`src/pbw_defs.svh`:
```
// Register offsets, field positions, reset values and timing figures of the
// power button and wake sequencer. Assumes inclusion by bare name.
`ifndef PBW_DEFS_SVH
`define PBW_DEFS_SVH

// Standby clock rate in hertz.
`define PBW_CLK_HZ 25000000

// Register byte offsets on the APB bus.
`define PBW_OFF_CTRL 12'h000
`define PBW_OFF_WAKE_EN 12'h004
`define PBW_OFF_STATUS 12'h008
`define PBW_OFF_WAKE_CAUSE 12'h00C

// Control register fields.
`define PBW_CTRL_ACPI_MODE 0
`define PBW_CTRL_OS_PRESENT 1
`define PBW_CTRL_SLEEP_BTN_EN 2
`define PBW_CTRL_SECOND_COM_PORT_EMP 3
`define PBW_CTRL_W 4
`define PBW_CTRL_RESET 4'h4

// Wake source bit positions, shared by the enable and cause registers.
`define PBW_SRC_RI_A 0
`define PBW_SRC_RI_B 1
`define PBW_SRC_PME 2
`define PBW_SRC_RTC 3
`define PBW_SRC_KBD 4
`define PBW_SRC_MOUSE 5
`define PBW_SRC_USB 6
`define PBW_SRC_PWR_BTN 7
`define PBW_SRC_W 8
`define PBW_WAKE_EN_RESET 8'h7F

// Status register fields.
`define PBW_STAT_CHIPSET_LSB 0
`define PBW_STAT_SEQ_LSB 2
`define PBW_STAT_SUPPLY_ON 5
`define PBW_STAT_POWER_GOOD 6

// Times in milliseconds.
`define PBW_OFF_TIMEOUT_MS 4000
`define PBW_SUPPLY_SETTLE_MS 100
`define PBW_RESET_HOLD_MS 1

`endif

```
`src/pbw_pkg.sv`:
```
// Types shared by the power button and wake sequencer.
// Assumes nothing beyond a SystemVerilog compiler.
package pbw_pkg;

  // Power state reported by the chipset.
  typedef enum logic [1:0] {
    PBW_S0 = 2'b00,
    PBW_S1 = 2'b01,
    PBW_S4 = 2'b10,
    PBW_S5 = 2'b11
  } pbw_pstate_t;

  // Sequencer states.
  typedef enum logic [2:0] {
    PBW_SEQ_OFF = 3'b000,
    PBW_SEQ_PWRUP = 3'b001,
    PBW_SEQ_RESET = 3'b010,
    PBW_SEQ_ON = 3'b011,
    PBW_SEQ_OFFWAIT = 3'b100
  } pbw_seq_t;

endpackage : pbw_pkg

```
`src/pbw_sync.sv`:
```
// Three-stage pin synchroniser with a settled level and a rising-edge pulse.
// Assumes asynchronous pin inputs and a free-running standby clock.
`timescale 1ns/1ps
module pbw_sync #(
  parameter int WIDTH = 1
) (
  input wire logic pclk,
  input wire logic presetn,
  input wire logic ce,
  input wire logic [WIDTH-1:0] d_in,
  output logic [WIDTH-1:0] level,
  output logic [WIDTH-1:0] rise
);

  // Synchroniser stages; stage one feeds only stage two.
  logic [WIDTH-1:0] stage1;
  logic [WIDTH-1:0] stage2;
  logic [WIDTH-1:0] stage3;

  // One chain per bit, the level moves only when stages two and three agree.
  genvar i;
  for (i = 0; i < WIDTH; i++) begin : g_bit
    always_ff @(posedge pclk or negedge presetn) begin
      if (!presetn) begin
        stage1[i] <= 1'b0;
        stage2[i] <= 1'b0;
        stage3[i] <= 1'b0;
        level[i] <= 1'b0;
        rise[i] <= 1'b0;
      end else if (ce) begin
        stage1[i] <= d_in[i];
        stage2[i] <= stage1[i];
        stage3[i] <= stage2[i];
        if (stage2[i] == stage3[i]) begin
          level[i] <= stage3[i];
        end
        // One pulse per settled low-to-high change.
        rise[i] <= (stage2[i] == stage3[i]) && stage3[i] && !level[i];
      end
    end
  end

endmodule : pbw_sync

```
`src/pbw_seq.sv`:
```
// Power button and wake sequencer of the standby management controller.
// Assumes APB from software, asynchronous button and wake pins, and a
// chipset that reports its power state on two pins.
//
// Functional notes
// - Power button always forwarded as chipset request.
// - Reset button always relayed as reset request.
// - NMI button raises NMI toward processors.
// - Enabled wake while off runs power-up.
// - Chipset off state drops supply power-on once system reset is released.
// - Unserviced power-off removes power after timeout.
// - Only working, standby, disk, soft-off states.
// - Reset clears the ACPI mode enable.
// - Power button wakes from every sleep state.
// - First port ring wakes standby, disk, legacy.
// - Second port ring off when used for EMP.
// - Card PME wakes standby, disk, legacy.
// - RTC: standby if enabled, disk always.
// - PS/2 activity wakes standby only.
// - USB activity wakes standby only.
// - Sleep button needs OS, raises sleep SCI.
// - Sleep button while sleeping wakes, raises SCI.
// - Disabled sleep button presses are ignored.
`timescale 1ns/1ps
`include "pbw_defs.svh"
module pbw_seq #(
  parameter int unsigned OFF_TIMEOUT_CYC = `PBW_OFF_TIMEOUT_MS * (`PBW_CLK_HZ / 1000),
  parameter int unsigned SETTLE_CYC = `PBW_SUPPLY_SETTLE_MS * (`PBW_CLK_HZ / 1000),
  parameter int unsigned RESET_HOLD_CYC = `PBW_RESET_HOLD_MS * (`PBW_CLK_HZ / 1000),
  parameter int CNT_W = 27
) (
  input wire logic pclk,
  input wire logic presetn,
  input wire logic ce,
  // APB slave.
  input wire logic psel,
  input wire logic penable,
  input wire logic pwrite,
  input wire logic [11:0] paddr,
  input wire logic [31:0] pwdata,
  output logic [31:0] prdata,
  output logic pready,
  output logic pslverr,
  // Front panel buttons, active high after the board inverters.
  input wire logic power_button,
  input wire logic sleep_button,
  input wire logic reset_button,
  input wire logic nmi_button,
  // Wake sources.
  input wire logic ring_a,
  input wire logic ring_b,
  input wire logic pci_pme,
  input wire logic rtc_alarm,
  input wire logic ps2_kbd,
  input wire logic ps2_mouse,
  input wire logic usb_wake,
  // Chipset power state pins.
  input wire pbw_pkg::pbw_pstate_t chipset_state,
  // Toward chipset, processors and supply.
  output logic chipset_pwr_btn_req,
  output logic chipset_reset_req,
  output logic nmi_out,
  output logic chipset_wake,
  output logic sci_sleep_req,
  output logic sci_on_req,
  output logic supply_power_on,
  output logic power_good,
  output logic sys_reset_n
);
  import pbw_pkg::*;

  // Index of each input inside the synchroniser vector.
  localparam int IN_PWR = 0;
  localparam int IN_SLP = 1;
  localparam int IN_RST = 2;
  localparam int IN_NMI = 3;
  localparam int IN_RIA = 4;
  localparam int IN_RIB = 5;
  localparam int IN_PME = 6;
  localparam int IN_RTC = 7;
  localparam int IN_KBD = 8;
  localparam int IN_MOU = 9;
  localparam int IN_USB = 10;
  localparam int IN_CS0 = 11;
  localparam int IN_W = 13;

  logic [IN_W-1:0] pins; // Raw pin vector.
  logic [IN_W-1:0] lvl; // Settled levels.
  logic [IN_W-1:0] edg; // One-cycle press pulses.
  pbw_pstate_t cstate; // Settled chipset power state.
  pbw_pstate_t cs_prev; // Last state word; the two bits cross apart, so the word moves on two equal samples.

  logic [`PBW_CTRL_W-1:0] ctrl; // Control register.
  logic [`PBW_SRC_W-1:0] wake_en; // Wake enable register.
  logic [`PBW_SRC_W-1:0] wake_cause; // Sticky wake cause register.
  pbw_seq_t seq; // Sequencer state.
  pbw_seq_t next_seq; // Next sequencer state.
  logic [CNT_W-1:0] timer; // Shared sequencer timer.

  logic acpi_mode; // ACPI mode is on.
  logic os_present; // An operating system is running.
  logic [`PBW_SRC_W-1:0] src; // Wake source pulses by cause bit.
  logic [`PBW_SRC_W-1:0] s1_ok; // Sources allowed from standby.
  logic [`PBW_SRC_W-1:0] s4_ok; // Sources allowed from disk or soft-off.
  logic [`PBW_SRC_W-1:0] leg_ok; // Sources allowed in legacy mode.
  logic [`PBW_SRC_W-1:0] allowed; // Gate for the present state and mode.
  logic [`PBW_SRC_W-1:0] hit; // Wake sources that count now.
  logic wake; // Any wake now.
  logic sleeping; // Chipset reports standby.
  logic chip_off; // Chipset reports disk or soft-off.
  logic sleep_press; // Sleep press that may act.
  logic setup; // APB setup phase.
  logic access; // APB access phase.
  logic wr; // Write that takes effect now.
  logic mapped; // Address names a register.
  logic [CNT_W-1:0] off_last; // Last count of the power-off timeout.
  logic [CNT_W-1:0] settle_last; // Last count of the supply settle time.
  logic [CNT_W-1:0] hold_last; // Last count of the reset hold time.

  assign off_last = CNT_W'(OFF_TIMEOUT_CYC - 1);
  assign settle_last = CNT_W'(SETTLE_CYC - 1);
  assign hold_last = CNT_W'(RESET_HOLD_CYC - 1);

  assign pins = {chipset_state, usb_wake, ps2_mouse, ps2_kbd, rtc_alarm, pci_pme, ring_b, ring_a,
                 nmi_button, reset_button, sleep_button, power_button};

  // Synchroniser for every pin input.
  pbw_sync #(
    .WIDTH(IN_W)
  ) u_sync (
    .pclk(pclk),
    .presetn(presetn),
    .ce(ce),
    .d_in(pins),
    .level(lvl),
    .rise(edg)
  );

  always_ff @(posedge pclk or negedge presetn) begin
    if (!presetn) begin
      cs_prev <= PBW_S0;
      cstate <= PBW_S0;
    end else if (ce) begin
      cs_prev <= pbw_pstate_t'(lvl[IN_CS0+1:IN_CS0]);
      cstate <= (cs_prev == pbw_pstate_t'(lvl[IN_CS0+1:IN_CS0])) ? cs_prev : cstate;
    end
  end
  assign sleeping = (cstate == PBW_S1);
  assign chip_off = (cstate == PBW_S4) || (cstate == PBW_S5);

  assign acpi_mode = ctrl[`PBW_CTRL_ACPI_MODE];
  assign os_present = ctrl[`PBW_CTRL_OS_PRESENT];

  // Wake source pulses in cause-bit order.
  assign src = {edg[IN_PWR], edg[IN_USB], edg[IN_MOU], edg[IN_KBD], edg[IN_RTC], edg[IN_PME],
                edg[IN_RIB], edg[IN_RIA]};

  // Builds the gate of each wake source for standby, disk and legacy.
  always_comb begin
    s1_ok = wake_en;
    s4_ok = '0;
    leg_ok = '0;
    s1_ok[`PBW_SRC_PWR_BTN] = 1'b1;
    s4_ok[`PBW_SRC_PWR_BTN] = 1'b1;
    leg_ok[`PBW_SRC_PWR_BTN] = 1'b1;
    s4_ok[`PBW_SRC_RI_A] = wake_en[`PBW_SRC_RI_A];
    leg_ok[`PBW_SRC_RI_A] = wake_en[`PBW_SRC_RI_A];
    s1_ok[`PBW_SRC_RI_B] = wake_en[`PBW_SRC_RI_B] && !ctrl[`PBW_CTRL_SECOND_COM_PORT_EMP];
    s4_ok[`PBW_SRC_RI_B] = s1_ok[`PBW_SRC_RI_B];
    leg_ok[`PBW_SRC_RI_B] = s1_ok[`PBW_SRC_RI_B];
    s4_ok[`PBW_SRC_PME] = wake_en[`PBW_SRC_PME];
    leg_ok[`PBW_SRC_PME] = wake_en[`PBW_SRC_PME];
    s4_ok[`PBW_SRC_RTC] = 1'b1;
    // PS/2 and USB standby only: left clear in disk and legacy gates.
  end

  // Picks the gate for the chipset state and mode.
  always_comb begin
    if (!acpi_mode) begin
      allowed = leg_ok;
    end else if (sleeping) begin
      allowed = s1_ok;
    end else begin
      allowed = s4_ok;
    end
  end

  // Only a system that is asleep or off can be woken.
  assign hit = (sleeping || seq == PBW_SEQ_OFF) ? (src & allowed) : '0;
  assign wake = |hit;

  assign sleep_press = edg[IN_SLP] && ctrl[`PBW_CTRL_SLEEP_BTN_EN];

  // Sequencer next state.
  always_comb begin
    next_seq = seq;
    unique case (seq)
      PBW_SEQ_OFF: begin
        if (wake) begin
          next_seq = PBW_SEQ_PWRUP;
        end
      end
      PBW_SEQ_PWRUP: begin
        if (timer == settle_last) begin
          next_seq = PBW_SEQ_RESET;
        end
      end
      PBW_SEQ_RESET: begin
        if (timer == hold_last) begin
          next_seq = PBW_SEQ_ON;
        end
      end
      PBW_SEQ_ON: begin
        if (chip_off) begin
          next_seq = PBW_SEQ_OFF;
        end else if (edg[IN_PWR] && !os_present && !sleeping) begin
          next_seq = PBW_SEQ_OFFWAIT;
        end
      end
      PBW_SEQ_OFFWAIT: begin
        if (chip_off || timer == off_last) begin
          next_seq = PBW_SEQ_OFF;
        end
      end
      default: begin
        next_seq = PBW_SEQ_OFF;
      end
    endcase
  end

  // Sequencer state register.
  always_ff @(posedge pclk or negedge presetn) begin
    if (!presetn) begin
      seq <= PBW_SEQ_OFF;
    end else if (ce) begin
      seq <= next_seq;
    end
  end

  // Timer restarts on every state change and counts within a state.
  always_ff @(posedge pclk or negedge presetn) begin
    if (!presetn) begin
      timer <= '0;
    end else if (ce) begin
      if (next_seq != seq) begin
        timer <= '0;
      end else begin
        timer <= timer + CNT_W'(1);
      end
    end
  end

  // Supply and reset outputs follow the sequencer state.
  always_ff @(posedge pclk or negedge presetn) begin
    if (!presetn) begin
      supply_power_on <= 1'b0;
      power_good <= 1'b0;
      sys_reset_n <= 1'b0;
    end else if (ce) begin
      supply_power_on <= (next_seq != PBW_SEQ_OFF);
      power_good <= (next_seq == PBW_SEQ_RESET) || (next_seq == PBW_SEQ_ON) ||
                    (next_seq == PBW_SEQ_OFFWAIT);
      sys_reset_n <= (next_seq == PBW_SEQ_ON) || (next_seq == PBW_SEQ_OFFWAIT);
    end
  end

  // Button relays and SCI requests, each a one-cycle pulse.
  always_ff @(posedge pclk or negedge presetn) begin
    if (!presetn) begin
      chipset_pwr_btn_req <= 1'b0;
      chipset_reset_req <= 1'b0;
      nmi_out <= 1'b0;
      chipset_wake <= 1'b0;
      sci_sleep_req <= 1'b0;
      sci_on_req <= 1'b0;
    end else if (ce) begin
      chipset_pwr_btn_req <= edg[IN_PWR];
      chipset_reset_req <= edg[IN_RST];
      nmi_out <= edg[IN_NMI];
      chipset_wake <= (wake && sleeping) || (sleep_press && os_present && sleeping);
      sci_sleep_req <= sleep_press && os_present && cstate == PBW_S0 && seq == PBW_SEQ_ON;
      sci_on_req <= sleep_press && os_present && sleeping;
    end
  end

  // APB decode; every access completes without wait states.
  assign setup = psel && !penable;
  assign access = psel && penable;
  assign mapped = (paddr == `PBW_OFF_CTRL) || (paddr == `PBW_OFF_WAKE_EN) ||
                  (paddr == `PBW_OFF_STATUS) || (paddr == `PBW_OFF_WAKE_CAUSE);
  assign wr = access && pwrite && mapped && ce;
  assign pready = 1'b1;
  assign pslverr = access && !mapped;

  // Control register; the ACPI mode bit starts cleared at every reset.
  always_ff @(posedge pclk or negedge presetn) begin
    if (!presetn) begin
      ctrl <= `PBW_CTRL_RESET;
    end else if (wr && paddr == `PBW_OFF_CTRL) begin
      ctrl <= pwdata[`PBW_CTRL_W-1:0];
    end
  end

  // Wake enable register.
  always_ff @(posedge pclk or negedge presetn) begin
    if (!presetn) begin
      wake_en <= `PBW_WAKE_EN_RESET;
    end else if (wr && paddr == `PBW_OFF_WAKE_EN) begin
      wake_en <= pwdata[`PBW_SRC_W-1:0];
    end
  end

  // Sticky wake causes; write one clears, a new wake in that cycle wins.
  always_ff @(posedge pclk or negedge presetn) begin
    if (!presetn) begin
      wake_cause <= '0;
    end else if (ce) begin
      if (wr && paddr == `PBW_OFF_WAKE_CAUSE) begin
        wake_cause <= (wake_cause & ~pwdata[`PBW_SRC_W-1:0]) | hit;
      end else begin
        wake_cause <= wake_cause | hit;
      end
    end
  end

  // Read data is captured in the setup phase and held for the access phase.
  always_ff @(posedge pclk or negedge presetn) begin
    if (!presetn) begin
      prdata <= '0;
    end else if (ce && setup) begin
      prdata <= '0;
      if (paddr == `PBW_OFF_CTRL) begin
        prdata[`PBW_CTRL_W-1:0] <= ctrl;
      end else if (paddr == `PBW_OFF_WAKE_EN) begin
        prdata[`PBW_SRC_W-1:0] <= wake_en;
      end else if (paddr == `PBW_OFF_STATUS) begin
        prdata[`PBW_STAT_CHIPSET_LSB+1:`PBW_STAT_CHIPSET_LSB] <= cstate;
        prdata[`PBW_STAT_SEQ_LSB+2:`PBW_STAT_SEQ_LSB] <= seq;
        prdata[`PBW_STAT_SUPPLY_ON] <= supply_power_on;
        prdata[`PBW_STAT_POWER_GOOD] <= power_good;
      end else if (paddr == `PBW_OFF_WAKE_CAUSE) begin
        prdata[`PBW_SRC_W-1:0] <= wake_cause;
      end
    end
  end

endmodule : pbw_seq

```
`config.mk`:
```
export PLATFORM = sky130hd
export DESIGN_NAME = pbw_seq
export DESIGN_NICKNAME = d
export VERILOG_FILES = /design/src/pbw_pkg.sv /design/src/pbw_sync.sv /design/src/pbw_seq.sv
export VERILOG_INCLUDE_DIRS = /design/src
export SDC_FILE = /design/constraint.sdc
export NUM_CORES = 1
export LEC_CHECK = 0
export ABC_AREA = 1
export ABC_CLOCK_PERIOD_IN_PS = 1900
export BUFFER_PORTS_ARGS = -buffer_cell sky130_fd_sc_hd__buf_2
export CAP_MARGIN = 20
export CORE_MARGIN = 3
export CORE_UTILIZATION = 25
export DETAILED_ROUTE_END_ITERATION = 8
export PLACE_DENSITY_LB_ADDON = 0.2
export REMOVE_ABC_BUFFERS = 1
export SYNTH_ARGS = -nofsm -noshare
export SYNTH_HDL_FRONTEND = slang
export SYNTH_SLANG_ARGS = --single-unit
```
`constraint.sdc`:
```
create_clock -name pclk -period 1.9 [get_ports pclk]
set_input_delay 0.095 -clock pclk [delete_from_list [all_inputs] [get_ports pclk]]
set_output_delay 0.095 -clock pclk [all_outputs]
set_load 0.005 [all_outputs]
```
==> metrics.txt <==
Seq/Total Area, Yosys=49.81%; synthesis-to-layout area growth=25.50%; Startpoint Class=flop; CP endpoint kind=flop; clk_skew=0.01146 ns; Synth Cell Area=0.006753 mm²; Core ar.=0.02628 mm²; Hold Path End=prdata[0]$_DFFE_PN0P_; post-DR vias/cell=4.291; Pwr Density=916.5 mW/mm²; max_cap viols=0; Post-Synthesis Cells=800; Setup CP Type=reg2reg; DP HPWL=11770 µm; IO Port Bufs=56; top_reg_cell synth=dfrtp_1; Die W=170.4 µm; Worst Setup Slack, final=0.1347 ns; Leak=0.003920 µW; Slew headroom=63.90%; GRT overflow=0; worst reg-to-reg setup slack=0.13 ns; Reg clk slew, reported paths=0.06 ns; Die ar.=0.02902 mm²; Global Route Usage Sum=11.89%; Reg area=0.003364 mm²; final hold vios=0; initial antenna violation count=0; Final Critical Period=1.765 ns; nets=982; async set-reset flop share out of synthesis=100.0%; fin. max-slew vios=0; drt drc=0; first-pass GRT wire length=27580 µm; initial drt markers=281; share of cells above drive strength 1=21.52%; Tightest Pin Transition=0.5415 ns; TritonRoute pass-1 iters=5; H-tree Lvls=4; Wirelength per Cell=13.15 µm; dpl ws=0.06270 ns; GPL Wtd Cong=0.7814; dpl cells=1199; Layout Cells excl Fill=1255; hold path depth=4; row cnt=59; filler instances=2780; post-route ant nets=0; post-synth cell types=49; vias in the first global route=5257; EDFF count, synth=0; status=complete, no violations; multi-input logic area=0.002867 mm²; Critical R2R Launch=cstate[0]$_DFFE_PN0P_; Clock Latency Late Sink=0.42 ns; VDD IR max=0.6038 mV; DR vias=5385; Req. time, crit path=2.19 ns; fmax=0.5665 GHz; Synth warnings=0; WL final=16510 µm; Antenna Cells=0; largest net degree at the start of global routing=85; FF-to-FF End=timer[10]$_DFFE_PN0P_; Clock Tree Buf Depth=2; TritonCTS buffer count=17; Final Power=7767 µW; Tcrit/Tclk final=92.91%; Initial Utilization=25.70%; Yosys reg bits=134; CP max FO=13; Arr. time, crit path=2.05 ns; DP Area=0.007561 mm²; final setup fails=0; Worst Reg2Reg Path Length in Cells=10; Hold Path Class=in2reg; Die H=170.4 µm; HP Start=penable; CTS Root Buffer Type=clkbuf_16; Ports=106; design area=0.008474 mm²; syn_area_per_cell=8.441 µm²; CTS tree=done; clock sinks=134; RSZ-0062 raised after global routing=yes; WHS=0.05935 ns
==> report_power, final <==
group | switching (µW) | internal, µW
registers | 156 | 3130
logic | 663 | 442
clock network | 1370 | 2010
total | 2190 | 5580
==> stage by stage <==
step | TNS (ns) | util, %
CTS | 0 | 31.90
detailed placement | 0 | 28.77
global route | -0.1128 | 32.25
floorplan | 0 | -
finish | 0 | 32.25
global placement | 0 | 28.77
==> registers in the layout (all words and copies together), names as in the netlist, 3 cells and up <==
register,count
wake_cause,8
u_sync.stage2,13
seq,3
u_sync.rise,11
wake_en,8
u_sync.stage3,13
prdata,8
timer,27
ctrl,4
u_sync.level,13
u_sync.stage1,13
==> cell usage after synthesis, types with 2 or more instances <==
cell type	count	area, µm²
nand2_1	176	660.6
dfrtp_1	126	3153
inv_1	86	322.8
o21ai_0	83	415.4
nor2_1	65	244.0
nand3_1	34	170.2
a21oi_1	27	135.1
buf_4	25	187.7
xor2_1	20	175.2
clkbuf_1	19	71.32
a21oi_2	18	157.7
nor3_1	15	75.07
ha_1	12	150.1
nand4_1	10	62.56
dfstp_2	8	210.2
inv_2	8	30.03
o21ai_1	8	40.04
nor2_2	6	37.54
nor4_1	5	31.28
nand2_2	4	25.02
o22ai_1	4	25.02
nor3_2	3	30.03
o31ai_1	3	22.52
a211oi_1	2	15.01
a21oi_4	2	32.53
a22o_1	2	17.52
buf_12	2	40.04
buf_2	2	10.01
conb_1	2	7.510
nor2_4	2	22.52
or2_2	2	12.51
xnor2_1	2	17.52
==> placed cells by master, fill, tap and decap left out, drive strengths merged, types with 2 or more instances in the layout <==
cell         netlist  final
nand2            181    181
dfrtp            126    126
inv               94    100
buf               31     93
o21ai             91     91
nor2              73     73
a21oi             47     47
nand3             35     35
conb               2     25
dlygate4sd3        0     22
xor2              20     20
clkbuf            19     18
nor3              18     18
ha                12     12
nand4             11     11
dfstp              8      8
nor4               5      5
clkinv             1      5
o22ai              4      4
o31ai              3      3
or2                3      3
a22o               2      2
a211oi             2      2
xnor2              2      2
bufinv             0      2
clkinvlp           0      2
==> cell type report <==
class | count | area share [%]
clock buffer | 18 | 5.182
clock inverter | 14 | 1.934
inverter | 95 | 4.237
multi-input combinational | 544 | 33.83
sequential | 134 | 39.70
tap | 335 | 4.946
timing repair buffer | 115 | 10.17
==> cell families after synthesis <==
group,Yosys count,synth area share [%]
and+or+nand+nor,328,21.20
AOI/OAI and AO/OA,156,13.58
buffers and inverters,145,10.08
DFF,134,49.81
xor gates and xnor gates,22,2.854
adders and majority gates,12,2.223
other,2,0.1112
muxes,1,0.1482
==> worst max-delay path, stage by stage (launching register included) <==
cell and delay, ns:
dfrtp_1 0.42, inv_2 0.13, nor2_4 0.07, nor3_2 0.15, nor2_1 0.08, nor2_1 0.16
a21boi_1 0.22, nor2_2 0.08, nand2_4 0.09, buf_12 0.16, a21oi_1 0.07
==> per-layer routing <==
metal | part of all wire (%) | routed length (µm) | GRT usage [%] | vias up
met1 | 50 | 8257 | 16.54 | 2528
li1 | - | - | - | 2768
met2 | 46 | 7604 | 19.01 | 77
met4 | 0.99 | 164 | 2.963 | 0
met5 | 0 | 0 | 0 | -
met3 | 2.9 | 480 | 2.416 | 12
==> worst max path at each step <==
stage | slack (ns) | from | end | cells after the start
2_1_floorplan | 0.15 | timer[0]$_DFFE_PN0P_ | timer[0]$_DFFE_PN0P_ | 12
3_3_place_gp | 0.09 | timer[0]$_DFFE_PN0P_ | timer[18]$_DFFE_PN0P_ | 10
3_5_place_dp | 0.06 | timer[0]$_DFFE_PN0P_ | timer[0]$_DFFE_PN0P_ | 13
4_1_cts | 0.05 | timer[0]$_DFFE_PN0P_ | timer[0]$_DFFE_PN0P_ | 13
5_1_grt | -0.02 | timer[19]$_DFFE_PN0P_ | timer[8]$_DFFE_PN0P_ | 14
6_report | 0.13 | cstate[0]$_DFFE_PN0P_ | timer[10]$_DFFE_PN0P_ | 10
==> timing repair <==
action,CTS,global route
hold buffers,22,0
setup buffers,0,2
hold endpoints to repair,67,0
gates resized for setup,0,23
endpoints found under the setup margin,0,29
(Power assumes the default switching activity.)
